--- config.mk ---
export PLATFORM = sky130hd
export DESIGN_NAME = compact16_decoder
export DESIGN_NICKNAME = d
export VERILOG_FILES = /design/src/compact16_pkg.sv /design/src/macro_expander.sv /design/src/compact16_decoder.sv
export SDC_FILE = /design/constraint.sdc
export NUM_CORES = 1
export LEC_CHECK = 0
export BUFFER_PORTS_ARGS = -buffer_cell sky130_fd_sc_hd__buf_2
export CAP_MARGIN = 20
export CORE_UTILIZATION = 40
export CTS_CLUSTER_DIAMETER = 30
export DETAILED_ROUTE_END_ITERATION = 8
export GPL_ROUTABILITY_DRIVEN = 1
export SYNTH_ARGS = -nofsm -noshare
export SYNTH_HDL_FRONTEND = slang
export SYNTH_SLANG_ARGS = --single-unit
--- constraint.sdc ---
create_clock -name clk -period 3.2 [get_ports clk]
set_input_delay 0.32 -clock clk [delete_from_list [all_inputs] [get_ports clk]]
set_output_delay 0.32 -clock clk [all_outputs]
set_load 0.02 [all_outputs]
--- src/compact16_pkg.sv ---
package compact16_pkg;
	localparam int          MAJ_LSB   = 11;
	localparam int          MAJ_W     = 5;
	localparam int          REG_W     = 3;
	localparam int          RX_LSB    = 8;
	localparam int          RY_LSB    = 5;
	localparam int          RZ_LSB    = 2;
	localparam int          SA_LSB    = 2;
	localparam int          GPR_W     = 5;
	localparam int          IMM_W     = 26;
	localparam logic [4:0]  SA_ZERO_AS = 5'h08;
	// Positions inside the first (prefix) halfword, word bit minus 16; SV_SAVE to SV_S1, ADDIMM_F and ROT_LSB index the instruction halfword
	localparam int          PX_HI_LSB = 5;
	localparam int          PX_SA_LSB = 6;
	localparam int          PX_S5     = 5;
	localparam int          PX_SEL_LSB = 8;
	localparam int          PX_SWAP   = 10;
	localparam int          PX_AI_LSB = 4;
	localparam int          PX_FR_LSB = 4;
	localparam int          SV_SAVE   = 7;
	localparam int          SV_RA     = 6;
	localparam int          SV_S0     = 5;
	localparam int          SV_S1     = 4;
	localparam int          ADDIMM_F  = 4;
	localparam int          ROT_LSB   = 3;
	// Immediate widths reported with each instruction
	localparam logic [4:0]  IW_FOUR   = 5'h04;
	localparam logic [4:0]  IW_FIVE   = 5'h05;
	localparam logic [4:0]  IW_EIGHT  = 5'h08;
	localparam logic [4:0]  IW_ELEVEN = 5'h0B;
	localparam logic [4:0]  IW_XAI    = 5'h0F;
	localparam logic [4:0]  IW_EXT    = 5'h10;
	localparam logic [4:0]  IW_CALL   = 5'h1A;
	// Major opcodes
	localparam logic [4:0]  MAJ_ADD_SP     = 5'h00;
	localparam logic [4:0]  MAJ_ADD_PC     = 5'h01;
	localparam logic [4:0]  MAJ_BRANCH     = 5'h02;
	localparam logic [4:0]  MAJ_CALL_ABS   = 5'h03;
	localparam logic [4:0]  MAJ_BR_ZERO    = 5'h04;
	localparam logic [4:0]  MAJ_BR_NZERO   = 5'h05;
	localparam logic [4:0]  MAJ_SHIFT      = 5'h06;
	localparam logic [4:0]  MAJ_ADD_IMM    = 5'h08;
	localparam logic [4:0]  MAJ_ADD_EIGHT  = 5'h09;
	localparam logic [4:0]  MAJ_LESS_IMM   = 5'h0A;
	localparam logic [4:0]  MAJ_LESS_IMMU  = 5'h0B;
	localparam logic [4:0]  MAJ_EIGHT_FUNC = 5'h0C;
	localparam logic [4:0]  MAJ_LOAD_IMM   = 5'h0D;
	localparam logic [4:0]  MAJ_CMP_IMM    = 5'h0E;
	localparam logic [4:0]  MAJ_LD_BYTE    = 5'h10;
	localparam logic [4:0]  MAJ_LD_HALF    = 5'h11;
	localparam logic [4:0]  MAJ_LD_SP      = 5'h12;
	localparam logic [4:0]  MAJ_LD_WORD    = 5'h13;
	localparam logic [4:0]  MAJ_LD_BYTEU   = 5'h14;
	localparam logic [4:0]  MAJ_LD_HALFU   = 5'h15;
	localparam logic [4:0]  MAJ_LD_PC      = 5'h16;
	localparam logic [4:0]  MAJ_ST_BYTE    = 5'h18;
	localparam logic [4:0]  MAJ_ST_HALF    = 5'h19;
	localparam logic [4:0]  MAJ_ST_SP      = 5'h1A;
	localparam logic [4:0]  MAJ_ST_WORD    = 5'h1B;
	localparam logic [4:0]  MAJ_THREE_REG  = 5'h1C;
	localparam logic [4:0]  MAJ_REG_REG    = 5'h1D;
	localparam logic [4:0]  MAJ_PREFIX     = 5'h1E;
	// Eight-bit function group codes
	localparam logic [2:0]  F8_BR_TZERO    = 3'h0;
	localparam logic [2:0]  F8_BR_TNZERO   = 3'h1;
	localparam logic [2:0]  F8_SPILL_FILL  = 3'h4;
	localparam logic [2:0]  F8_TO_FULL     = 3'h5;
	localparam logic [2:0]  F8_RSVD        = 3'h6;
	localparam logic [2:0]  F8_FROM_FULL   = 3'h7;
	// Register-register functions and three-register functions
	localparam logic [4:0]  RRF_REG_JUMP   = 5'h00;
	localparam logic [4:0]  RRF_CONVERT    = 5'h11;
	localparam logic [1:0]  TRF_ADD        = 2'h1;
	localparam logic [1:0]  TRF_SUB        = 2'h3;
	localparam logic [2:0]  SUB_RSV_A      = 3'h3;
	localparam logic [2:0]  SUB_RSV_B      = 3'h7;
	localparam int          SUB_COMPACT    = 2;
	// Register map
	localparam int          APB_AW         = 8;
	localparam logic [7:0]  REG_CTRL       = 8'h00;
	localparam logic [7:0]  REG_STATUS     = 8'h04;
	localparam logic [7:0]  REG_ISSUED     = 8'h08;
	localparam logic [7:0]  REG_RSVD       = 8'h0C;
	localparam int          CTRL_EN_BIT    = 0;
	localparam logic        CTRL_EN_RST    = 1'b1;
	localparam int          CNT_W          = 16;
	// Macro table, fixed at build time; default is one no-op per select
	localparam int          MACRO_SEL      = 8;
	localparam int          MACRO_STEPS    = 2;
	localparam logic [31:0] MACRO_TMPL [0:MACRO_SEL-1][0:MACRO_STEPS-1] =
		'{default: 32'h0000_0000};
	localparam logic [1:0]  MACRO_LEN [0:MACRO_SEL-1] = '{default: 2'h1};

	typedef enum logic [1:0] {
		ST_RUN     = 2'b00,
		ST_SLOT    = 2'b01,
		ST_RESOLVE = 2'b10,
		ST_MACRO   = 2'b11
	} flow_state_t;

	typedef struct packed {
		logic [4:0]  maj;
		logic [2:0]  r1;
		logic [2:0]  r2;
		logic [2:0]  r3;
		logic [2:0]  sub;
		logic [4:0]  func;
		logic [25:0] imm;
		logic [4:0]  imm_w;
		logic [4:0]  sa;
		logic        sa_msb;
		logic [4:0]  gpr;
		logic [3:0]  spill;
		logic [7:0]  frame;
		logic [2:0]  xs;
		logic [3:0]  ar;
		logic        ext;
		logic        swap;
		logic        slot_instr;
		logic        has_slot;
		logic        rsvd;
		logic [31:0] addr;
	} dec_t;
endpackage

--- src/macro_expander.sv ---
`timescale 1ns/1ps
`default_nettype none
module macro_expander (
	input  wire logic       clk,
	input  wire logic       nrst,
	input  wire logic       start,
	input  wire logic [2:0] sel,
	input  wire logic [2:0] p4,
	input  wire logic [4:0] p3,
	input  wire logic [2:0] p2,
	input  wire logic [2:0] p1,
	input  wire logic [4:0] p0,
	output logic            busy,
	output logic            native_valid,
	output logic [31:0]     native_word
);
	import compact16_pkg::*;

	logic [2:0]  sel_r;
	logic [18:0] par_r;
	logic [1:0]  step_r;
	logic        busy_r;
	logic        valid_r;
	logic [31:0] word_r;

	// Substitution slots: rs takes p3, rt p2, immediate {p4,p1,p0} shifted left by 2
	wire [31:0] subst = {6'h00, par_r[15:11], 2'h0, par_r[10:8], 3'h0,
		par_r[18:16], par_r[7:5], par_r[4:0], 2'h0};
	wire [31:0] word_nxt = MACRO_TMPL[sel_r][step_r[0]] | subst;
	wire        last = (step_r == MACRO_LEN[sel_r] - 2'h1);

	always_ff @(posedge clk or negedge nrst) begin
		if (!nrst) begin
			sel_r   <= 3'h0;
			par_r   <= 19'h0;
			step_r  <= 2'h0;
			busy_r  <= 1'b0;
			valid_r <= 1'b0;
			word_r  <= 32'h0000_0000;
		end else if (start) begin
			sel_r   <= sel;
			par_r   <= {p4, p3, p2, p1, p0};
			step_r  <= 2'h0;
			busy_r  <= 1'b1;
			valid_r <= 1'b0;
		end else begin
			valid_r <= busy_r;
			if (busy_r) begin
				word_r <= word_nxt;
				step_r <= step_r + 2'h1;
				busy_r <= !last;
			end
		end
	end

	assign busy         = busy_r;
	assign native_valid = valid_r;
	assign native_word  = word_r;
endmodule
`default_nettype wire

--- src/compact16_decoder.sv ---
`timescale 1ns/1ps
`default_nettype none
module compact16_decoder (
	input  wire logic                              clk,
	input  wire logic                              nrst,
	input  wire logic                              psel,
	input  wire logic                              penable,
	input  wire logic                              pwrite,
	input  wire logic [compact16_pkg::APB_AW-1:0]  paddr,
	input  wire logic [31:0]                       pwdata,
	output logic [31:0]                            prdata,
	output logic                                   pready,
	output logic                                   pslverr,
	input  wire logic                              fetch_valid,
	input  wire logic [31:0]                       fetch_word,
	input  wire logic [31:0]                       fetch_addr,
	input  wire logic                              fetch_skip_first,
	output logic                                   fetch_ready,
	input  wire logic                              resolve_valid,
	input  wire logic                              resolve_taken,
	output logic                                   redirect,
	output logic                                   dec_valid,
	output logic [4:0]                             major_opcode,
	output logic [2:0]                             first_reg_spec,
	output logic [2:0]                             second_reg_spec,
	output logic [2:0]                             third_reg_spec,
	output logic [2:0]                             sub_func,
	output logic [4:0]                             func_code,
	output logic [compact16_pkg::IMM_W-1:0]        imm_value,
	output logic [4:0]                             imm_width,
	output logic [4:0]                             shift_amount_field,
	output logic                                   shift_amount_msb,
	output logic [compact16_pkg::GPR_W-1:0]        full_gpr_number,
	output logic [3:0]                             spill_select,
	output logic [7:0]                             frame_adjust,
	output logic [2:0]                             extra_saved_regs,
	output logic [3:0]                             argument_regs_field,
	output logic                                   is_extended,
	output logic                                   mode_swap,
	output logic                                   in_delay_slot,
	output logic                                   has_delay_slot,
	output logic                                   reserved_instr,
	output logic [31:0]                            restart_addr,
	output logic                                   native_valid,
	output logic [31:0]                            native_word
);
	import compact16_pkg::*;

	flow_state_t state_r, state_nxt;
	dec_t        dec_r, d;
	logic        dec_valid_r;
	logic [31:0] word_r, addr_r, pend_addr_r;
	logic [15:0] pend_hw_r;
	logic        buf_full_r, phase_r, pend_r, fetch_ready_r, redirect_r;
	logic        ctrl_en_r, pready_r, pslverr_r;
	logic [31:0] prdata_r;
	logic [CNT_W-1:0] issued_r, rsvd_cnt_r;
	logic        is_macro, cf_slot, cf_cond, cf_compact, flush;
	logic        exp_busy;

	// Halfword selection and field extraction
	wire        consume   = buf_full_r & ctrl_en_r & (state_r == ST_RUN | state_r == ST_SLOT);
	wire [15:0] hw        = phase_r ? word_r[15:0] : word_r[31:16];
	wire [31:0] hw_addr   = {addr_r[31:2], phase_r, 1'b0};
	wire [15:0] px        = pend_hw_r;
	wire [4:0]  maj       = hw[MAJ_LSB +: MAJ_W];
	wire [2:0]  f8        = hw[RX_LSB +: REG_W];
	wire [2:0]  sub       = hw[RY_LSB +: REG_W];
	wire [2:0]  sa_short  = hw[SA_LSB +: REG_W];
	wire        pend_call = (px[MAJ_LSB +: MAJ_W] == MAJ_CALL_ABS);
	wire        ext       = pend_r & ~pend_call;
	wire        starts_pair = ~pend_r & (maj == MAJ_PREFIX | maj == MAJ_CALL_ABS);
	wire        issue     = consume & ~starts_pair;
	wire        mid_zero  = (hw[RY_LSB +: REG_W] == 3'h0);
	wire [15:0] imm16     = {px[4:0], px[PX_HI_LSB +: 6], hw[4:0]};
	wire [14:0] imm15     = {px[3:0], px[PX_AI_LSB +: 7], hw[3:0]};
	wire        cls_ri8   = maj inside {MAJ_ADD_SP, MAJ_ADD_PC, MAJ_BR_ZERO, MAJ_BR_NZERO,
		MAJ_ADD_EIGHT, MAJ_LESS_IMM, MAJ_LESS_IMMU, MAJ_LOAD_IMM, MAJ_CMP_IMM,
		MAJ_LD_SP, MAJ_LD_PC, MAJ_ST_SP};
	wire        cls_rri5  = maj inside {MAJ_LD_BYTE, MAJ_LD_HALF, MAJ_LD_WORD, MAJ_LD_BYTEU,
		MAJ_LD_HALFU, MAJ_ST_BYTE, MAJ_ST_HALF, MAJ_ST_WORD};
	wire        no_prefix = maj inside {MAJ_CALL_ABS, MAJ_REG_REG, MAJ_PREFIX}
		| (maj == MAJ_EIGHT_FUNC & f8 inside {F8_TO_FULL, F8_RSVD, F8_FROM_FULL});
	wire        flush_load = fetch_valid & fetch_ready_r & ~flush;
	wire        buf_full_nxt = flush ? 1'b0 : flush_load ? 1'b1
		: (consume & phase_r) ? 1'b0 : buf_full_r;
	wire        exp_start = issue & is_macro & (state_r == ST_RUN);

	always_comb begin
		d            = '0;
		is_macro     = 1'b0;
		cf_slot      = 1'b0;
		cf_cond      = 1'b0;
		cf_compact   = 1'b0;
		d.maj        = maj;
		d.r1         = hw[RX_LSB +: REG_W];
		d.r2         = hw[RY_LSB +: REG_W];
		d.r3         = hw[RZ_LSB +: REG_W];
		d.func       = {3'h0, hw[1:0]};
		d.ext        = ext;
		d.addr       = pend_r ? pend_addr_r : hw_addr;
		d.slot_instr = (state_r == ST_SLOT);
		if (pend_r & pend_call) begin
			d.maj   = MAJ_CALL_ABS;
			d.imm   = {px[4:0], px[PX_HI_LSB +: 5], hw};
			d.imm_w = IW_CALL;
			d.swap  = px[PX_SWAP];
			cf_slot = 1'b1;
		end else begin
			case (maj)
				MAJ_BRANCH: begin
					d.imm      = ext ? {10'h000, imm16} : {15'h0000, hw[10:0]};
					d.imm_w    = ext ? IW_EXT : IW_ELEVEN;
					d.rsvd     = ext & (hw[10:5] != 6'h00);
					cf_compact = 1'b1;
				end
				MAJ_SHIFT: begin
					if (ext) begin
						d.sa     = px[PX_SA_LSB +: 5];
						d.sa_msb = px[PX_S5];
					end else begin
						d.sa = (sa_short == 3'h0) ? SA_ZERO_AS : {2'h0, sa_short};
					end
				end
				MAJ_ADD_IMM: begin
					d.func  = {4'h0, hw[ADDIMM_F]};
					d.imm   = ext ? {11'h000, imm15} : {22'h000000, hw[3:0]};
					d.imm_w = ext ? IW_XAI : IW_FOUR;
				end
				MAJ_EIGHT_FUNC: begin
					d.func  = {2'h0, f8};
					d.imm   = ext ? {10'h000, imm16} : {18'h00000, hw[7:0]};
					d.imm_w = ext ? IW_EXT : IW_EIGHT;
					d.rsvd  = ext & ~mid_zero & (f8 != F8_SPILL_FILL);
					cf_cond = (f8 == F8_BR_TZERO) | (f8 == F8_BR_TNZERO);
					case (f8)
						F8_SPILL_FILL: begin
							d.spill = {hw[SV_SAVE], hw[SV_RA], hw[SV_S0], hw[SV_S1]};
							d.frame = {ext ? px[PX_FR_LSB +: 4] : 4'h0, hw[3:0]};
							d.xs    = ext ? px[PX_SEL_LSB +: 3] : 3'h0;
							d.ar    = ext ? px[3:0] : 4'h0;
							d.imm   = '0;
							d.imm_w = ext ? IW_EIGHT : IW_FOUR;
						end
						F8_TO_FULL: begin
							d.gpr = {hw[ROT_LSB +: 2], hw[RY_LSB +: 3]};
							d.r3  = hw[2:0];
							d.r2  = 3'h0;
						end
						F8_FROM_FULL: d.gpr = hw[GPR_W-1:0];
						F8_RSVD: d.rsvd = 1'b1;
						default: d.rsvd = d.rsvd;
					endcase
				end
				MAJ_THREE_REG: begin
					if (ext) begin
						is_macro = 1'b1;
						d.xs     = px[PX_SEL_LSB +: 3];
					end else begin
						d.rsvd = (hw[1:0] != TRF_ADD) & (hw[1:0] != TRF_SUB);
					end
				end
				MAJ_REG_REG: begin
					d.func = hw[4:0];
					if (hw[4:0] == RRF_REG_JUMP | hw[4:0] == RRF_CONVERT) begin
						d.sub = sub;
						d.r2  = 3'h0;
					end
					if (hw[4:0] == RRF_REG_JUMP) begin
						d.rsvd     = (sub == SUB_RSV_A) | (sub == SUB_RSV_B);
						cf_compact = sub[SUB_COMPACT];
						cf_slot    = ~sub[SUB_COMPACT];
					end
				end
				default: begin
					if (cls_ri8) begin
						d.imm   = ext ? {10'h000, imm16} : {18'h00000, hw[7:0]};
						d.imm_w = ext ? IW_EXT : IW_EIGHT;
						d.rsvd  = ext & ~mid_zero;
						cf_cond = (maj == MAJ_BR_ZERO) | (maj == MAJ_BR_NZERO);
					end else if (cls_rri5) begin
						d.imm   = ext ? {10'h000, imm16} : {21'h000000, hw[4:0]};
						d.imm_w = ext ? IW_EXT : IW_FIVE;
					end else begin
						d.rsvd = 1'b1;
					end
				end
			endcase
			if (ext & no_prefix) begin
				d.rsvd = 1'b1;
			end
		end
		d.has_slot = cf_slot & ~d.rsvd;
		if (d.rsvd) begin
			is_macro   = 1'b0;
			cf_slot    = 1'b0;
			cf_cond    = 1'b0;
			cf_compact = 1'b0;
		end
	end

	// Flow control around jumps and branches
	always_comb begin
		state_nxt = state_r;
		flush     = 1'b0;
		case (state_r)
			ST_RUN, ST_SLOT: begin
				if (issue) begin
					if (state_r == ST_SLOT) begin
						flush     = 1'b1;
						state_nxt = ST_RUN;
					end else if (is_macro) begin
						state_nxt = ST_MACRO;
					end else if (cf_slot) begin
						state_nxt = ST_SLOT;
					end else if (cf_cond) begin
						state_nxt = ST_RESOLVE;
					end else if (cf_compact) begin
						flush = 1'b1;
					end
				end
			end
			ST_RESOLVE: begin
				if (resolve_valid) begin
					state_nxt = ST_RUN;
					flush     = resolve_taken;
				end
			end
			ST_MACRO: begin
				if (!exp_busy) begin
					state_nxt = ST_RUN;
				end
			end
			default: state_nxt = ST_RUN;
		endcase
	end

	// Word buffer, pairing and decoded output
	always_ff @(posedge clk or negedge nrst) begin
		if (!nrst) begin
			state_r       <= ST_RUN;
			buf_full_r    <= 1'b0;
			phase_r       <= 1'b0;
			word_r        <= 32'h0000_0000;
			addr_r        <= 32'h0000_0000;
			pend_r        <= 1'b0;
			pend_hw_r     <= 16'h0000;
			pend_addr_r   <= 32'h0000_0000;
			fetch_ready_r <= 1'b1;
			redirect_r    <= 1'b0;
			dec_valid_r   <= 1'b0;
			dec_r         <= '0;
		end else begin
			state_r       <= state_nxt;
			buf_full_r    <= buf_full_nxt;
			fetch_ready_r <= ~buf_full_nxt;
			redirect_r    <= flush;
			dec_valid_r   <= issue;
			if (flush_load) begin
				word_r  <= fetch_word;
				addr_r  <= fetch_addr;
				phase_r <= fetch_skip_first;
			end else if (consume) begin
				phase_r <= ~phase_r;
			end
			// Pending half stays until its partner arrives
			if (flush) begin
				pend_r <= 1'b0;
			end else if (consume) begin
				pend_r <= starts_pair;
			end
			if (consume & starts_pair) begin
				pend_hw_r   <= hw;
				pend_addr_r <= hw_addr;
			end
			if (issue) begin
				dec_r <= d;
			end
		end
	end

	// Register slave; answers one cycle into the access phase
	wire        apb_acc  = psel & penable & ~pready_r;
	wire        apb_done = psel & penable & pready_r;
	wire        a_ctrl   = (paddr == REG_CTRL);
	wire        a_stat   = (paddr == REG_STATUS);
	wire        a_iss    = (paddr == REG_ISSUED);
	wire        a_rsv    = (paddr == REG_RSVD);
	wire        a_hit    = a_ctrl | a_stat | a_iss | a_rsv;
	wire [31:0] rd_mux   = a_ctrl ? {31'h0, ctrl_en_r}
		: a_stat ? {27'h0, exp_busy, state_r, pend_r, buf_full_r}
		: a_iss ? {16'h0000, issued_r}
		: a_rsv ? {16'h0000, rsvd_cnt_r} : 32'h0000_0000;

	always_ff @(posedge clk or negedge nrst) begin
		if (!nrst) begin
			pready_r   <= 1'b0;
			pslverr_r  <= 1'b0;
			prdata_r   <= 32'h0000_0000;
			ctrl_en_r  <= CTRL_EN_RST;
			issued_r   <= '0;
			rsvd_cnt_r <= '0;
		end else begin
			pready_r  <= apb_acc;
			pslverr_r <= apb_acc & ~a_hit;
			prdata_r  <= (apb_acc & ~pwrite) ? rd_mux : 32'h0000_0000;
			if (apb_done & pwrite & a_ctrl) begin
				ctrl_en_r <= pwdata[CTRL_EN_BIT];
			end
			if (issue) begin
				issued_r <= issued_r + 1'b1;
			end
			if (issue & d.rsvd) begin
				rsvd_cnt_r <= rsvd_cnt_r + 1'b1;
			end
		end
	end

	// Built-in macro table; no write path reaches it
	macro_expander u_macro (
		.clk          (clk),
		.nrst         (nrst),
		.start        (exp_start),
		.sel          (px[PX_SEL_LSB +: 3]),
		.p4           (px[PX_HI_LSB +: 3]),
		.p3           (px[4:0]),
		.p2           (hw[RX_LSB +: 3]),
		.p1           (hw[RY_LSB +: 3]),
		.p0           (hw[4:0]),
		.busy         (exp_busy),
		.native_valid (native_valid),
		.native_word  (native_word)
	);

	assign prdata              = prdata_r;
	assign pready              = pready_r;
	assign pslverr             = pslverr_r;
	assign fetch_ready         = fetch_ready_r;
	assign redirect            = redirect_r;
	assign dec_valid           = dec_valid_r;
	assign major_opcode        = dec_r.maj;
	assign first_reg_spec      = dec_r.r1;
	assign second_reg_spec     = dec_r.r2;
	assign third_reg_spec      = dec_r.r3;
	assign sub_func            = dec_r.sub;
	assign func_code           = dec_r.func;
	assign imm_value           = dec_r.imm;
	assign imm_width           = dec_r.imm_w;
	assign shift_amount_field  = dec_r.sa;
	assign shift_amount_msb    = dec_r.sa_msb;
	assign full_gpr_number     = dec_r.gpr;
	assign spill_select        = dec_r.spill;
	assign frame_adjust        = dec_r.frame;
	assign extra_saved_regs    = dec_r.xs;
	assign argument_regs_field = dec_r.ar;
	assign is_extended         = dec_r.ext;
	assign mode_swap           = dec_r.swap;
	assign in_delay_slot       = dec_r.slot_instr;
	assign has_delay_slot      = dec_r.has_slot;
	assign reserved_instr      = dec_r.rsvd;
	assign restart_addr        = dec_r.addr;
endmodule
`default_nettype wire

==> metrics.md <==
| Metric | Value |
|---|---|
| Grt ovf | `0` |
| Min-delay src | `fetch_skip_first` |
| I/O Pins | `303` |
| I/O Buffers | `239` |
| DPL Wire Length | `26.52 mm` |
| Iteration-0 DRC Markers | `654` |
| Synth top cells by count | `dfrtp_1, nand2_1, nor2_1` |
| Worst hold stages | `2` |
| Period utilization | `93.94%` |
| Yosys reg bits | `329` |
| CTS tree | `built` |
| Crit path launch type | `register` |
| Post-synth ARST share | `100.0%` |
| Ranking of synthesized cells by area | `dfrtp_1, mux2_4, mux2_2` |
| Reg2reg path depth | `10` |
| P_leak | `10.28 nW` |
| WP data required | `3650 ps` |
| Final wirelength | `40.06 mm` |
| Hold_ws | `15.33 ps` |
| Reg-to-reg slack, setup | `190 ps` |
| Synth-to-Final Area Change | `36.52%` |
| Reg2reg end | `addr_r[2]` |
| Synthesized area | `14650 µm²` |
| Worst Path Arrival | `3460 ps` |
| H-tree Lvls | `3` |
| Final Skew | `18.91 ps` |
| CP Max Fanout | `27` |
| Clk buf depth | `3` |
| Power per standard cell area | `803.2 nW/µm²` |
| Slew margin rel. | `44.50%` |
| Finish-stage setup viols | `0` |
| Share of cells above drive strength 1 | `34.74%` |
| Routed vias | `11160` |
| Worst slack at placement | `78.90 ps` |
| Synth area leader | `dfrtp_1` |
| WL/cell | `18.47 µm` |
| Antenna Nets Post-Route | `0` |
| Initial antenna violation count | `1` |
| Outcome | `finished with violations` |
| Clock period minus worst slack | `3006 ps` |
| Vias in the first global route | `11350` |
| Pin slew with the least headroom to its limit | `832.5 ps` |
| Root Buffer | `clkbuf_16` |
| Chip height | `193.3 µm` |
| Setup bufs post-CTS | `0` |
| Final TNS setup | `0 ps` |
| Core area | `35830 µm²` |
| Maxcap violations | `0` |
| Yosys warnings | `0` |
| Filler cells | `3072` |
| Non-Filler Instances | `2169` |
| Ys flop type | `dfrtp_1` |
| Fmax | `332.7 MHz` |
| Worst Setup End Kind | `register` |
| Clock tree sinks | `329` |
| RSZ-0062 raised after global routing | `no` |
| Hold Path End | `phase_r` |
| Global-route wire length before repair | `64.13 mm` |
| Clk Latency, worst-skew pair | `580 ps` |
| Final GP Congestion | `0.8899` |
| DR pass1 iterations | `9` |
| Failing checks | `DRC` |
| Post-synthesis sequential area ratio | `56.23%` |
| Residual DRC count | `24` |
| Post-Synthesis Cells | `1279` |
| Post-synth EDFFs | `0` |
| CTS clk-pin slew, worst paths | `40 ps` |
| Fin. Hold Viols | `0` |
| DIE AREA | `37380 µm²` |
| Initial core utilization | `40.88%` |
| Final Max Tran Viols | `0` |
| All-layer global routing usage | `21.80%` |
| Row count | `69` |
| Worst Setup Path Type | `register to register` |
| Final WS setup | `193.9 ps` |
| Util after Layout | `55.81%` |
| Synth cell types | `64` |
| Top-count cell post-synth | `dfrtp_1` |
| Total CTS buffers | `76` |
| Largest net degree at the start of global routing | `187` |
| Maximum vdd drop | `0.0004486 V` |
| Hold Path Class | `input pin to register` |
| Fin nets | `1765` |
| Die width | `193.3 µm` |
| Top cell type's share of synthesized area | `55.87%` |
| Placed insts | `1967` |
| Critical R2R Launch | `phase_r` |
| Vias per cell | `5.145` |
| Syn Area/Cell | `11.45 µm²` |
where the power goes:
part	switching [mW]	internal (mW)
clock	2.52	5.58
combinational	1.76	1.35
sequential	0.335	4.52
registers in the layout, indices dropped and copies added (netlist names), 4 cells and up:
register,cells
word_r,32
pend_addr_r,31
restart_addr,31
addr_r,30
imm_value,26
u_macro.native_word,19
u_macro.par_r,19
issued_r,16
pend_hw_r,16
prdata,16
rsvd_cnt_r,16
frame_adjust,8
full_gpr_number,5
func_code,5
imm_width,5
major_opcode,5
shift_amount_field,5
argument_regs_field,4
spill_select,4
metal layers:
metal	track usage [%]	up-vias	routed length, µm
met2	33.86	433	18180
li1	-	5240	-
met5	0	-	0
met1	29.20	5409	17730
met3	5.893	77	3064
met4	8.148	0	1083
cell families after synthesis:
kind of cell               Yosys count  synth area share, %
and+or+nand+nor                    377                11.45
DFF                                329                56.23
AOI/OAI and AO/OA                  227                9.970
xor gates and xnor gates            34                2.033
buffers and inverters              120                4.314
other                                1              0.02561
adders and majority gates            6               0.4955
muxes                              185                15.48
what timing repair did:
item | CTS | global route
gates resized for setup | 0 | 2
setup endpoints to repair | 0 | 58
hold endpoints to repair | 131 | 1
hold buffers | 62 | 1
stage by stage:
step / cell area (µm²) / power [mW]
after floorplan: 14750 / 6.656
after global placement: 16620 / 7.892
after detailed placement: 16620 / 7.918
after CTS: 19970 / 16.16
after global routing: 19990 / 16.68
final: 19990 / 16.06
layout by cell type (no fill, tap or decap), types with 17 or more instances in the layout:
cell	Yosys	layout
xor2_1	19	19
nor3_1	19	18
nor2_1	98	98
a21oi_1	26	26
mux2_2	76	76
nand4_1	17	17
nand2_1	162	161
mux2i_1	46	45
conb_1	1	30
a22oi_1	17	17
clkbuf_16	0	79
mux2_4	60	60
dlygate4sd3_1	0	63
dfrtp_1	327	325
o21ai_0	92	92
nand3_1	30	30
buf_4	30	54
buf_2	7	238
o31ai_1	22	21
worst max-delay path: stages, from the launching register on:
cell and delay, ps:
dfrtp_2 380, buf_12 180, nor3b_1 300, nor2_1 80, or3_1 360, a32o_1 280
o31a_1 340, o31ai_4 230, buf_12 200, buf_12 180, mux2_2 340
worst max-delay path by stage:
stage / from / to / slack, ps
finish: phase_r / addr_r[2] / 190
floorplan: phase_r / addr_r[10] / 80
detailed placement: phase_r / addr_r[26] / 80
CTS: phase_r / addr_r[19] / 70
global route: phase_r / addr_r[2] / 90
global placement: phase_r / addr_r[20] / 170
cell type report:
type | count | area [µm²] | share of cell area [%]
inverter | 13 | 48.80 | 0.2441
timing repair buffer | 368 | 2482 | 12.42
sequential | 329 | 8238 | 41.20
antenna | 1 | 2.502 | 0.01252
clock buffer | 88 | 2081 | 10.41
clock inverter | 50 | 649.4 | 3.248
multi-input combinational | 859 | 5916 | 29.59
tap | 461 | 576.8 | 2.885
Power figures use the tool's default switching activity.
